### src/pkg/ieu_consts.svh
// Offsets, field positions, reset values and constants of the instruction execute unit
`ifndef IEU_CONSTS_SVH
`define IEU_CONSTS_SVH
`define IEU_REG_STATUS   3'h0
`define IEU_REG_ACC      3'h1
`define IEU_REG_PC_LO    3'h2
`define IEU_REG_PC_HI    3'h3
`define IEU_REG_CTRL     3'h4
`define IEU_ST_Z         0
`define IEU_ST_C         1
`define IEU_ST_AC        2
`define IEU_ST_TO        3
`define IEU_ST_PDF       4
`define IEU_ST_EMI       5
`define IEU_CTRL_WAKE    0
`define IEU_CTRL_READY   1
`define IEU_ACC_RST      8'h00
`define IEU_PC_RST       11'h000
`define IEU_IRQ_VECTOR   11'h004
`define IEU_DAA_LIMIT    4'h9
`define IEU_DAA_FIX      4'h6
`define IEU_STACK_DEPTH  6
`define IEU_MEM_WORDS    96
`endif

### src/pkg/ieu_pkg.sv
// Types of the instruction execute unit
package ieu_pkg;
	typedef enum logic [4:0] {
		IDLE_INSTRUCTION      = 5'h00,
		INVERT_MEMORY         = 5'h01,
		INVERT_TO_ACCUMULATOR = 5'h02,
		DECIMAL_ADJUST        = 5'h03,
		SUBTRACT_ONE_MEMORY   = 5'h04,
		SUBTRACT_ONE_TO_ACC   = 5'h05,
		ADD_ONE_MEMORY        = 5'h06,
		ADD_ONE_TO_ACC        = 5'h07,
		POWER_DOWN            = 5'h08,
		BRANCH_ABSOLUTE       = 5'h09,
		COPY_MEM_TO_ACC       = 5'h0A,
		COPY_IMM_TO_ACC       = 5'h0B,
		COPY_ACC_TO_MEM       = 5'h0C,
		OR_MEM_TO_ACC         = 5'h0D,
		OR_IMM_TO_ACC         = 5'h0E,
		OR_INTO_MEMORY        = 5'h0F,
		POP_TO_COUNTER        = 5'h10,
		POP_LOAD_ACC          = 5'h11,
		INTERRUPT_EXIT        = 5'h12,
		ROTATE_LEFT           = 5'h13,
		ROTATE_LEFT_TO_ACC    = 5'h14
	} ieu_op_t;
	typedef enum logic [1:0] {
		ST_READY = 2'b00,
		ST_DUMMY = 2'b01,
		ST_SLEEP = 2'b11
	} ieu_state_t;
endpackage

### src/logic/ieu_core.sv
// Instruction execute unit: executes one decoded instruction per request
//
// Design decisions made here: strobed register access and the address map.
`timescale 1ns/1ps
`default_nettype none
`include "ieu_consts.svh"
module ieu_core (
	input  wire logic        sys_clk_i,
	input  wire logic        reset_i,
	input  wire logic        instr_valid_i,
	input  wire logic [4:0]  instr_op_i,
	input  wire logic [6:0]  instr_addr_i,
	input  wire logic [7:0]  instr_imm_i,
	input  wire logic [10:0] instr_target_i,
	input  wire logic        irq_pending_i,
	input  wire logic        wdt_timeout_i,
	input  wire logic [2:0]  reg_addr_i,
	input  wire logic [7:0]  reg_wdata_i,
	input  wire logic        reg_wr_i,
	input  wire logic        reg_rd_i,
	output logic      [7:0]  reg_rdata_o,
	output logic             ready_o,
	output logic      [10:0] pc_o,
	output logic      [7:0]  acc_o,
	output logic             sleep_o,
	output logic             wdt_clear_o,
	output logic             irq_ack_o
);
	////////////////////////////////////////////////////////////////////////////////
	ieu_pkg::ieu_state_t state_q;
	ieu_pkg::ieu_state_t state_d;
	ieu_pkg::ieu_op_t    op;
	logic [7:0]  acc_q;
	logic [7:0]  acc_d;
	logic [10:0] pc_q;
	logic [10:0] pc_d;
	logic        z_q;
	logic        z_d;
	logic        c_q;
	logic        c_d;
	logic        ac_q;
	logic        to_q;
	logic        pdf_q;
	logic        emi_q;
	logic        interrupt_exit_q;
	logic        take;
	logic        mem_we;
	logic [7:0]  mem_wd;
	logic [7:0]  mem_rd;
	logic        stk_push;
	logic        stk_pop;
	logic [10:0] stk_top;
	logic        service;
	logic        wake;
	logic [8:0]  daa_sum;
	logic        daa_lo;
	logic        daa_hi;

	function automatic logic is_zero(input logic [7:0] v);
		return v == 8'h00;
	endfunction

	assign op = ieu_pkg::ieu_op_t'(instr_op_i);
	// Requests made while busy or asleep are dropped, not queued
	assign take = instr_valid_i && (state_q == ieu_pkg::ST_READY);
	assign service = interrupt_exit_q && irq_pending_i && emi_q;
	assign wake = (reg_wr_i && (reg_addr_i == `IEU_REG_CTRL)
		&& reg_wdata_i[`IEU_CTRL_WAKE]) || irq_pending_i;

	ieu_dmem u_dmem (
		.sys_clk_i (sys_clk_i),
		.addr_i    (instr_addr_i),
		.we_i      (mem_we),
		.wdata_i   (mem_wd),
		.rdata_o   (mem_rd)
	);

	ieu_stack u_stack (
		.sys_clk_i   (sys_clk_i),
		.reset_i     (reset_i),
		.push_i      (stk_push),
		.pop_i       (stk_pop),
		.push_data_i (pc_q),
		.top_o       (stk_top)
	);

	////////////////////////////////////////////////////////////////////////////////
	// Decimal adjust correction
	assign daa_lo = (acc_q[3:0] > `IEU_DAA_LIMIT) || ac_q;
	assign daa_hi = (acc_q[7:4] > `IEU_DAA_LIMIT) || c_q;
	assign daa_sum = {1'b0, acc_q}
		+ {1'b0, (daa_hi ? `IEU_DAA_FIX : 4'h0), (daa_lo ? `IEU_DAA_FIX : 4'h0)};

	always_comb begin
		acc_d = acc_q;
		pc_d = pc_q;
		z_d = z_q;
		c_d = c_q;
		mem_we = 1'b0;
		mem_wd = 8'h00;
		stk_push = 1'b0;
		stk_pop = 1'b0;
		state_d = state_q;
		case (state_q)
			ieu_pkg::ST_READY: begin
				if (take) begin
					pc_d = pc_q + 11'h001;
					case (op)
						ieu_pkg::INVERT_MEMORY: begin
							mem_we = 1'b1;
							mem_wd = ~mem_rd;
							z_d = is_zero(~mem_rd);
						end
						ieu_pkg::INVERT_TO_ACCUMULATOR: begin
							acc_d = ~mem_rd;
							z_d = is_zero(~mem_rd);
						end
						ieu_pkg::DECIMAL_ADJUST: begin
							mem_we = 1'b1;
							mem_wd = daa_sum[7:0];
							c_d = c_q | daa_hi | daa_sum[8];
						end
						ieu_pkg::SUBTRACT_ONE_MEMORY: begin
							mem_we = 1'b1;
							mem_wd = mem_rd - 8'h01;
							z_d = is_zero(mem_rd - 8'h01);
						end
						ieu_pkg::SUBTRACT_ONE_TO_ACC: begin
							acc_d = mem_rd - 8'h01;
							z_d = is_zero(mem_rd - 8'h01);
						end
						ieu_pkg::ADD_ONE_MEMORY: begin
							mem_we = 1'b1;
							mem_wd = mem_rd + 8'h01;
							z_d = is_zero(mem_rd + 8'h01);
						end
						ieu_pkg::ADD_ONE_TO_ACC: begin
							acc_d = mem_rd + 8'h01;
							z_d = is_zero(mem_rd + 8'h01);
						end
						ieu_pkg::POWER_DOWN: begin
							state_d = ieu_pkg::ST_SLEEP;
						end
						ieu_pkg::BRANCH_ABSOLUTE: begin
							pc_d = instr_target_i;
							state_d = ieu_pkg::ST_DUMMY;
						end
						ieu_pkg::COPY_MEM_TO_ACC: acc_d = mem_rd;
						ieu_pkg::COPY_IMM_TO_ACC: acc_d = instr_imm_i;
						ieu_pkg::COPY_ACC_TO_MEM: begin
							mem_we = 1'b1;
							mem_wd = acc_q;
						end
						ieu_pkg::OR_MEM_TO_ACC: begin
							acc_d = acc_q | mem_rd;
							z_d = is_zero(acc_q | mem_rd);
						end
						ieu_pkg::OR_IMM_TO_ACC: begin
							acc_d = acc_q | instr_imm_i;
							z_d = is_zero(acc_q | instr_imm_i);
						end
						ieu_pkg::OR_INTO_MEMORY: begin
							mem_we = 1'b1;
							mem_wd = acc_q | mem_rd;
							z_d = is_zero(acc_q | mem_rd);
						end
						ieu_pkg::POP_TO_COUNTER, ieu_pkg::INTERRUPT_EXIT: begin
							stk_pop = 1'b1;
							pc_d = stk_top;
							state_d = ieu_pkg::ST_DUMMY;
						end
						ieu_pkg::POP_LOAD_ACC: begin
							stk_pop = 1'b1;
							pc_d = stk_top;
							acc_d = instr_imm_i;
							state_d = ieu_pkg::ST_DUMMY;
						end
						ieu_pkg::ROTATE_LEFT: begin
							mem_we = 1'b1;
							mem_wd = {mem_rd[6:0], mem_rd[7]};
						end
						ieu_pkg::ROTATE_LEFT_TO_ACC: begin
							acc_d = {mem_rd[6:0], mem_rd[7]};
						end
						default: begin
						end
					endcase
				end
			end
			ieu_pkg::ST_DUMMY: begin
				state_d = ieu_pkg::ST_READY;
				if (service) begin
					stk_push = 1'b1;
					pc_d = `IEU_IRQ_VECTOR;
				end
			end
			ieu_pkg::ST_SLEEP: begin
				if (wake) begin
					state_d = ieu_pkg::ST_READY;
				end
			end
			default: state_d = ieu_pkg::ST_READY;
		endcase
	end

	////////////////////////////////////////////////////////////////////////////////
	// Sequencing
	always_ff @(posedge sys_clk_i) begin
		if (reset_i) begin
			state_q <= ieu_pkg::ST_READY;
			ready_o <= 1'b1;
			sleep_o <= 1'b0;
		end else begin
			state_q <= state_d;
			ready_o <= (state_d == ieu_pkg::ST_READY);
			sleep_o <= (state_d == ieu_pkg::ST_SLEEP);
		end
	end

	always_ff @(posedge sys_clk_i) begin
		if (reset_i) begin
			interrupt_exit_q <= 1'b0;
			irq_ack_o <= 1'b0;
		end else begin
			interrupt_exit_q <= take && (op == ieu_pkg::INTERRUPT_EXIT);
			irq_ack_o <= (state_q == ieu_pkg::ST_DUMMY) && service;
		end
	end

	// Datapath registers: sleeping simply holds them, so contents survive
	always_ff @(posedge sys_clk_i) begin
		if (reset_i) begin
			acc_q <= `IEU_ACC_RST;
			pc_q <= `IEU_PC_RST;
		end else begin
			acc_q <= acc_d;
			pc_q <= pc_d;
		end
	end
	assign acc_o = acc_q;
	assign pc_o = pc_q;

	// Arithmetic flags; a software write loses to an instruction in the same cycle
	always_ff @(posedge sys_clk_i) begin
		if (reset_i) begin
			z_q <= 1'b0;
			c_q <= 1'b0;
			ac_q <= 1'b0;
		end else if (take) begin
			z_q <= z_d;
			c_q <= c_d;
		end else if (reg_wr_i && (reg_addr_i == `IEU_REG_STATUS)) begin
			z_q <= reg_wdata_i[`IEU_ST_Z];
			c_q <= reg_wdata_i[`IEU_ST_C];
			ac_q <= reg_wdata_i[`IEU_ST_AC];
		end
	end

	// Global interrupt enable
	always_ff @(posedge sys_clk_i) begin
		if (reset_i) begin
			emi_q <= 1'b0;
		end else if ((state_q == ieu_pkg::ST_DUMMY) && service) begin
			emi_q <= 1'b0;
		end else if (take && (op == ieu_pkg::INTERRUPT_EXIT)) begin
			emi_q <= 1'b1;
		end else if (reg_wr_i && (reg_addr_i == `IEU_REG_STATUS)) begin
			emi_q <= reg_wdata_i[`IEU_ST_EMI];
		end
	end

	// Watchdog side: expiry sets win over the power-down clear
	always_ff @(posedge sys_clk_i) begin
		if (reset_i) begin
			to_q <= 1'b0;
			pdf_q <= 1'b0;
			wdt_clear_o <= 1'b0;
		end else begin
			wdt_clear_o <= take && (op == ieu_pkg::POWER_DOWN);
			if (wdt_timeout_i) begin
				to_q <= 1'b1;
			end else if (take && (op == ieu_pkg::POWER_DOWN)) begin
				to_q <= 1'b0;
			end
			if (take && (op == ieu_pkg::POWER_DOWN)) begin
				pdf_q <= 1'b1;
			end
		end
	end

	////////////////////////////////////////////////////////////////////////////////
	// Register port
	always_ff @(posedge sys_clk_i) begin
		if (reset_i) begin
			reg_rdata_o <= 8'h00;
		end else if (!reg_rd_i) begin
			reg_rdata_o <= 8'h00;
		end else if (reg_addr_i == `IEU_REG_STATUS) begin
			reg_rdata_o <= {2'b00, emi_q, pdf_q, to_q, ac_q, c_q, z_q};
		end else if (reg_addr_i == `IEU_REG_ACC) begin
			reg_rdata_o <= acc_q;
		end else if (reg_addr_i == `IEU_REG_PC_LO) begin
			reg_rdata_o <= pc_q[7:0];
		end else if (reg_addr_i == `IEU_REG_PC_HI) begin
			reg_rdata_o <= {5'h00, pc_q[10:8]};
		end else if (reg_addr_i == `IEU_REG_CTRL) begin
			reg_rdata_o <= {6'h00, ready_o, sleep_o};
		end else begin
			reg_rdata_o <= 8'h00;
		end
	end

	////////////////////////////////////////////////////////////////////////////////
	// Checks
	AST_INVERT_ACC: assert property (@(posedge sys_clk_i) disable iff (reset_i)
		take && op == ieu_pkg::INVERT_TO_ACCUMULATOR
		|=> acc_q == ~$past(mem_rd) && z_q == ($past(mem_rd) == 8'hFF) && c_q == $past(c_q))
		else $error("invert to accumulator wrong");
	AST_DAA_VALUE: assert property (@(posedge sys_clk_i) disable iff (reset_i)
		take && op == ieu_pkg::DECIMAL_ADJUST && acc_q[3:0] > `IEU_DAA_LIMIT && !c_q
		&& acc_q[7:4] < `IEU_DAA_LIMIT |-> mem_we && mem_wd == acc_q + {4'h0, `IEU_DAA_FIX} && !c_d)
		else $error("decimal adjust result wrong");
	AST_DAA_FLAGS: assert property (@(posedge sys_clk_i) disable iff (reset_i)
		take && op == ieu_pkg::DECIMAL_ADJUST |=> z_q == $past(z_q) && acc_q == $past(acc_q))
		else $error("decimal adjust touched other state");
	AST_SUB1_ACC: assert property (@(posedge sys_clk_i) disable iff (reset_i)
		take && op == ieu_pkg::SUBTRACT_ONE_TO_ACC |-> !mem_we ##1 acc_q == $past(mem_rd) - 8'h01)
		else $error("subtract one to accumulator wrong");
	AST_ADD1_ACC: assert property (@(posedge sys_clk_i) disable iff (reset_i)
		take && op == ieu_pkg::ADD_ONE_TO_ACC |=> acc_q == $past(mem_rd) + 8'h01)
		else $error("add one to accumulator wrong");
	AST_SLEEP_ENTRY: assert property (@(posedge sys_clk_i) disable iff (reset_i)
		take && op == ieu_pkg::POWER_DOWN && !wdt_timeout_i
		|=> sleep_o && pdf_q && !to_q && wdt_clear_o && !ready_o)
		else $error("power-down entry wrong");
	AST_SLEEP_HOLD: assert property (@(posedge sys_clk_i) disable iff (reset_i)
		state_q == ieu_pkg::ST_SLEEP && !wake |=> $stable(acc_q) && $stable(pc_q) && sleep_o)
		else $error("state changed while asleep");
	AST_BRANCH: assert property (@(posedge sys_clk_i) disable iff (reset_i)
		take && op == ieu_pkg::BRANCH_ABSOLUTE
		|=> pc_o == $past(instr_target_i) && !ready_o ##1 ready_o)
		else $error("branch timing or target wrong");
	AST_IDLE: assert property (@(posedge sys_clk_i) disable iff (reset_i)
		take && op == ieu_pkg::IDLE_INSTRUCTION
		|=> pc_q == $past(pc_q) + 11'h001 && $stable(acc_q) && $stable(z_q) && ready_o)
		else $error("idle instruction changed state");
	AST_OR_IMM: assert property (@(posedge sys_clk_i) disable iff (reset_i)
		take && op == ieu_pkg::OR_IMM_TO_ACC |=> acc_q == ($past(acc_q) | $past(instr_imm_i)))
		else $error("or immediate wrong");
	AST_EXIT_EMI: assert property (@(posedge sys_clk_i) disable iff (reset_i)
		take && op == ieu_pkg::INTERRUPT_EXIT |=> emi_q && !ready_o)
		else $error("interrupt exit did not enable");
	AST_EXIT_SERVICE: assert property (@(posedge sys_clk_i) disable iff (reset_i)
		interrupt_exit_q && irq_pending_i |=> irq_ack_o && pc_q == `IEU_IRQ_VECTOR && !emi_q)
		else $error("pending interrupt not serviced");
	AST_ROTATE_ACC: assert property (@(posedge sys_clk_i) disable iff (reset_i)
		take && op == ieu_pkg::ROTATE_LEFT_TO_ACC
		|-> !mem_we ##1 acc_q == {$past(mem_rd[6:0]), $past(mem_rd[7])})
		else $error("rotate to accumulator wrong");
endmodule // ieu_core
`default_nettype wire

### src/logic/ieu_dmem.sv
// Data memory of the core: 96 bytes, one write port, combinational read
`timescale 1ns/1ps
`default_nettype none
`include "ieu_consts.svh"
module ieu_dmem (
	input  wire logic       sys_clk_i,
	input  wire logic [6:0] addr_i,
	input  wire logic       we_i,
	input  wire logic [7:0] wdata_i,
	output logic      [7:0] rdata_o
);
	logic [7:0] mem [0:`IEU_MEM_WORDS-1];

	// Addresses past the top read zero and drop writes
	always_ff @(posedge sys_clk_i) begin
		if (we_i && (32'(addr_i) < `IEU_MEM_WORDS)) begin
			mem[addr_i] <= wdata_i;
		end
	end

	always_comb begin
		rdata_o = (32'(addr_i) < `IEU_MEM_WORDS) ? mem[addr_i] : 8'h00;
	end
endmodule // ieu_dmem
`default_nettype wire

### src/logic/ieu_stack.sv
// Return address stack, six levels of 11 bits
`timescale 1ns/1ps
`default_nettype none
`include "ieu_consts.svh"
module ieu_stack (
	input  wire logic        sys_clk_i,
	input  wire logic        reset_i,
	input  wire logic        push_i,
	input  wire logic        pop_i,
	input  wire logic [10:0] push_data_i,
	output logic      [10:0] top_o
);
	logic [10:0] entry_q [0:`IEU_STACK_DEPTH-1];
	logic [2:0]  ptr_q;

	// Ptr counts entries; it wraps like the real stack and never blocks
	always_ff @(posedge sys_clk_i) begin
		if (reset_i) begin
			ptr_q <= 3'h0;
		end else if (push_i) begin
			ptr_q <= (ptr_q == 3'(`IEU_STACK_DEPTH - 1)) ? 3'h0 : ptr_q + 3'h1;
		end else if (pop_i) begin
			ptr_q <= (ptr_q == 3'h0) ? 3'(`IEU_STACK_DEPTH - 1) : ptr_q - 3'h1;
		end
	end

	always_ff @(posedge sys_clk_i) begin
		if (push_i) begin
			entry_q[ptr_q] <= push_data_i;
		end
	end

	always_comb begin
		top_o = entry_q[(ptr_q == 3'h0) ? 3'(`IEU_STACK_DEPTH - 1) : ptr_q - 3'h1];
	end
endmodule // ieu_stack
`default_nettype wire

### config.mk
export PLATFORM = sky130hd
export DESIGN_NAME = ieu_core
export DESIGN_NICKNAME = d
export VERILOG_FILES = /design/src/pkg/ieu_pkg.sv /design/src/logic/ieu_core.sv /design/src/logic/ieu_dmem.sv /design/src/logic/ieu_stack.sv
export VERILOG_INCLUDE_DIRS = /design/src /design/src/pkg
export SDC_FILE = /design/constraint.sdc
export NUM_CORES = 1
export LEC_CHECK = 0
export BUFFER_PORTS_ARGS = -buffer_cell sky130_fd_sc_hd__buf_2
export CAP_MARGIN = 25
export CORE_ASPECT_RATIO = 0.75
export CORE_MARGIN = 2
export CORE_UTILIZATION = 40
export CTS_CLUSTER_SIZE = 24
export DETAILED_ROUTE_END_ITERATION = 6
export GPL_TIMING_DRIVEN = 0
export PLACE_DENSITY = 0.64
export SKIP_LAST_GASP = 1
export SLEW_MARGIN = 20
export SYNTH_ARGS = -nofsm -noshare
export SYNTH_HDL_FRONTEND = slang
export SYNTH_SLANG_ARGS = --single-unit
### constraint.sdc
create_clock -name sys_clk_i -period 10.4 [get_ports sys_clk_i]
set_clock_uncertainty 0.15 [all_clocks]
set_input_delay 1.04 -clock sys_clk_i [delete_from_list [all_inputs] [get_ports sys_clk_i]]
set_output_delay 1.04 -clock sys_clk_i [all_outputs]
set_load 0.02 [all_outputs]
==> metrics.yaml <==
status: "complete, no violations"
die_width_um: 355
worstPathCellList: "buf_4 -> buf_4 -> inv_1 -> buf_4 -> buf_2 -> clkbuf_1 -> nand2_1 -> a21oi_1 -> o41ai_2 -> nand3_1 -> ha_1 -> inv_1 -> or4_1 -> nand2b_1 -> xnor2_1 -> nand2_1 -> a31oi_4 -> buf_16 -> buf_8"
postSynthCellCount: 2381
cp_common_cell: "sky130_fd_sc_hd__buf_4"
antenna_found_initial: 8
post-route-drc-count: 0
worst-endpoint-arrival_ns: 7.49
worstSetupEndpointType: "flip-flop"
numPlacedInstances: 3711
path_max_fanout: 21
floorplan.initialDensity: 0.404
synthesis.area_um2: 36900
cts-hold-fix-buffers: 0
ant_nets: 0
grt_start_max_net_pins: 38
min_period_over_period: 0.687
synth-seq-area-share: 0.702
timing.fmax_mhz: 140
yosysTopAreaCell: "sky130_fd_sc_hd__edfxtp_1"
reg2regPathDepth: 13
clk_path_buf_depth: 3
layoutNonFillerInstCount: 3883
clk_latency_ns: 0.66
nNetsFinal: 2647
count_of_pins_on_the_block_boundary: 80
fillerInstances: 7773
wl_um: 142000
dieHeight_um: 267
fp.dieArea_um2: 94700
cts_post_setup_buffers_inserted: 0
detailed_place_hpwl_um: 98800
timing.reg2reg.setup_slack_ns: 4.88
routedWlPerCell_um: 36.6
leakagePower_nw: 14.6
hold_depth: 2
cts_tree: "built"
area.growth.synth_to_final_pct: 15.3
synth_largest_type_area_fraction: 0.679
drt_iter0_drc: 4636
crit_path_start_kind: "input port"
post_synth_main_area_contributors: "sky130_fd_sc_hd__edfxtp_1 (68%), sky130_fd_sc_hd__mux4_2 (4.7%), sky130_fd_sc_hd__mux2i_1 (3.1%), sky130_fd_sc_hd__dfxtp_1 (2.3%), sky130_fd_sc_hd__nor2_1 (2.3%)"
seqCellArea_um2: 25900
global_route_wire_length_before_repair_um: 192000
cts_repair_resize_count: 0
grt_remaining_overflow: 0
drv_cap: 0
io_buffers: 69
worst_max_slew_pin_slew_ns: 1.27
crit_buf_inv: 9
timing.final.setup_violations: 0
relSlewSlack: 0.150
cts-root-buf: "sky130_fd_sc_hd__clkbuf_16"
critPathTopFamily: "buffers and inverters"
worstReg2RegStart: "u_dmem.mem[67][2]"
setup_repair_after_global_routing_missed_its_margin: "no"
detailroute.via_count: 25400
final-max-slew-violation-count: 0
synth_cell_type_count: 90
ctsHtreeMaxLevel: 3
hold_path_end: "pdf_q"
crit_path_max_incr_delay_ns: 0.90
first_global_vias: 23600
synthFlopType: "sky130_fd_sc_hd__edfxtp_1"
drt_first_pass_iters: 6
pwr_density_cell_nw_per_um2: 180
critical_path_required_ns: 10.74
reg2reg_to: "u_dmem.mem[69][3]"
final-hold-violation-count: 0
fin_tns_setup_ns: 0
timing.hold.worst.class: "reg2reg"
core_region_area_um2: 91400
multi_input_area_um2: 10100
numClockSinks: 877
launch_instance_of_the_worst_min_delay_path: "pdf_q"
share_of_flip_flops_with_an_asynchronous_set_or_reset_after_synthesis: 0
post-route-min-period_ns: 7.15
final_layout_size_suffix_gt1_frac: 0.180
ir_worst_vdd_v: 0.000151
mappedNetlistNets: 2443
number_of_enable_type_register_cells_in_the_synthesized_netlist: 834
cts.reportedPaths.clkPinSlew_ns: 0.06
routabilityCongestion: 1.02
syn-mean-instance-area_um2: 15.5
timing.setup.critical_path_class: "in2reg"
track_usage: 0.295
critical_path.slowest_cell: "sky130_fd_sc_hd__clkbuf_1"
synth-seq-cells: 877
row_count: 96
routed_via_density: 6.55
cts_buffers: 86
synth_warnings: 0
[cell usage after synthesis, types with 36 or more instances]
master / number
sky130_fd_sc_hd__a21oi_1: 94
sky130_fd_sc_hd__nand3_1: 42
sky130_fd_sc_hd__a22oi_1: 60
sky130_fd_sc_hd__buf_2: 38
sky130_fd_sc_hd__nor3_1: 36
sky130_fd_sc_hd__clkbuf_1: 60
sky130_fd_sc_hd__a221oi_1: 79
sky130_fd_sc_hd__edfxtp_1: 834
sky130_fd_sc_hd__nor2_1: 224
sky130_fd_sc_hd__o21ai_0: 44
sky130_fd_sc_hd__mux2i_1: 114
sky130_fd_sc_hd__dfxtp_1: 43
sky130_fd_sc_hd__mux4_2: 77
sky130_fd_sc_hd__nand2_1: 132
[state kept, by name, indices dropped and copies added, names as in the netlist]
register,count
reg_rdata_o,8
ready_o,1
z_q,1
wdt_clear_o,1
interrupt_exit_q,1
to_q,1
u_dmem.mem,768
u_stack.entry_q,66
acc_o,8
pc_o,11
state_q,2
ac_q,1
sleep_o,1
c_q,1
emi_q,1
pdf_q,1
u_stack.ptr_q,3
irq_ack_o,1
[through the flow]
| step | total power [mW] | instance area, um^2 | worst slack, ns | util | hold slack (ns) |
|---|---|---|---|---|---|
| final | 7.67 | 42500 | 3.25 | 0.465 | 0.329 |
| after global routing | 7.80 | 42500 | 3.13 | 0.465 | 0.367 |
| after CTS | 7.64 | 42400 | 3.53 | 0.464 | 0.333 |
| after detailed placement | 4.52 | 39600 | 2.84 | 0.434 | 0.319 |
| after global placement | 4.50 | 38800 | -3.00 | 0.424 | 0.307 |
| after floorplan | 4.23 | 36900 | 2.73 | - | 0.290 |
[worst max-delay path by stage]
| stage | from | to | slack (ns) | cells after the start |
|---|---|---|---|---|
| after floorplan | instr_addr_i[2] | u_dmem.mem[0][6] | 2.73 | 16 |
| after CTS | instr_addr_i[0] | u_dmem.mem[48][6] | 3.53 | 19 |
| after global placement | instr_addr_i[0] | u_dmem.mem[21][6] | -3.00 | 16 |
| after detailed placement | instr_addr_i[0] | u_dmem.mem[25][6] | 2.84 | 19 |
| after global routing | instr_addr_i[2] | u_dmem.mem[24][6] | 3.13 | 20 |
| final | instr_addr_i[2] | u_dmem.mem[24][6] | 3.25 | 19 |
[kinds of logic (layout without fill, tap and decap cells)]
logic type / Yosys count / in the layout / synth area share
AND/OR/NAND/NOR: 545 / 545 / 0.0677
adder cells (fa/ha/maj): 13 / 13 / 0.00461
buffers and inverters: 180 / 455 / 0.0275
AO/OA/AOI/OAI: 516 / 516 / 0.103
multiplexers: 228 / 228 / 0.0892
flip-flops: 877 / 877 / 0.702
XOR/XNOR: 22 / 22 / 0.00522
other: 0 / 2 / 0
[worst min-delay path: stages (launching register included)]
cell and delay, ns:
sky130_fd_sc_hd__dfxtp_1 0.32, sky130_fd_sc_hd__nor2_1 0.05, sky130_fd_sc_hd__nor2_1 0.07
[cells in the final DEF, fill, tap and decap left out, types with 77 or more instances in the layout]
master / instances
sky130_fd_sc_hd__a21oi_1: 93
sky130_fd_sc_hd__a221oi_1: 79
sky130_fd_sc_hd__buf_2: 108
sky130_fd_sc_hd__clkbuf_1: 80
sky130_fd_sc_hd__clkbuf_16: 88
sky130_fd_sc_hd__edfxtp_1: 834
sky130_fd_sc_hd__mux2i_1: 114
sky130_fd_sc_hd__mux4_2: 77
sky130_fd_sc_hd__nand2_1: 132
sky130_fd_sc_hd__nor2_1: 218
[routing by layer]
layer	track usage	wire length, um	vias up
li1	-	-	9958
met1	0.426	57200	13000
met2	0.400	57100	2097
met3	0.115	22000	358
met4	0.107	5960	6
met5	0	35	-
[cell type report]
cell class / count / area share
diodes: 2 / 0.000118
plain buffers: 154 / 0.0218
clock buffers: 113 / 0.0540
clock inverters: 46 / 0.0123
inverters: 26 / 0.00229
multi-input cells: 1324 / 0.237
flip-flops and latches: 877 / 0.609
well taps: 1225 / 0.0360
repair buffers: 116 / 0.0273
[where the power goes]
group          switching [mW]  internal, mW  leakage [nW]
Clock                    1.36          1.83          1.37
Combinational           0.451         0.175          4.67
Sequential             0.0177          3.84          8.59
(Power assumes the default switching activity.)
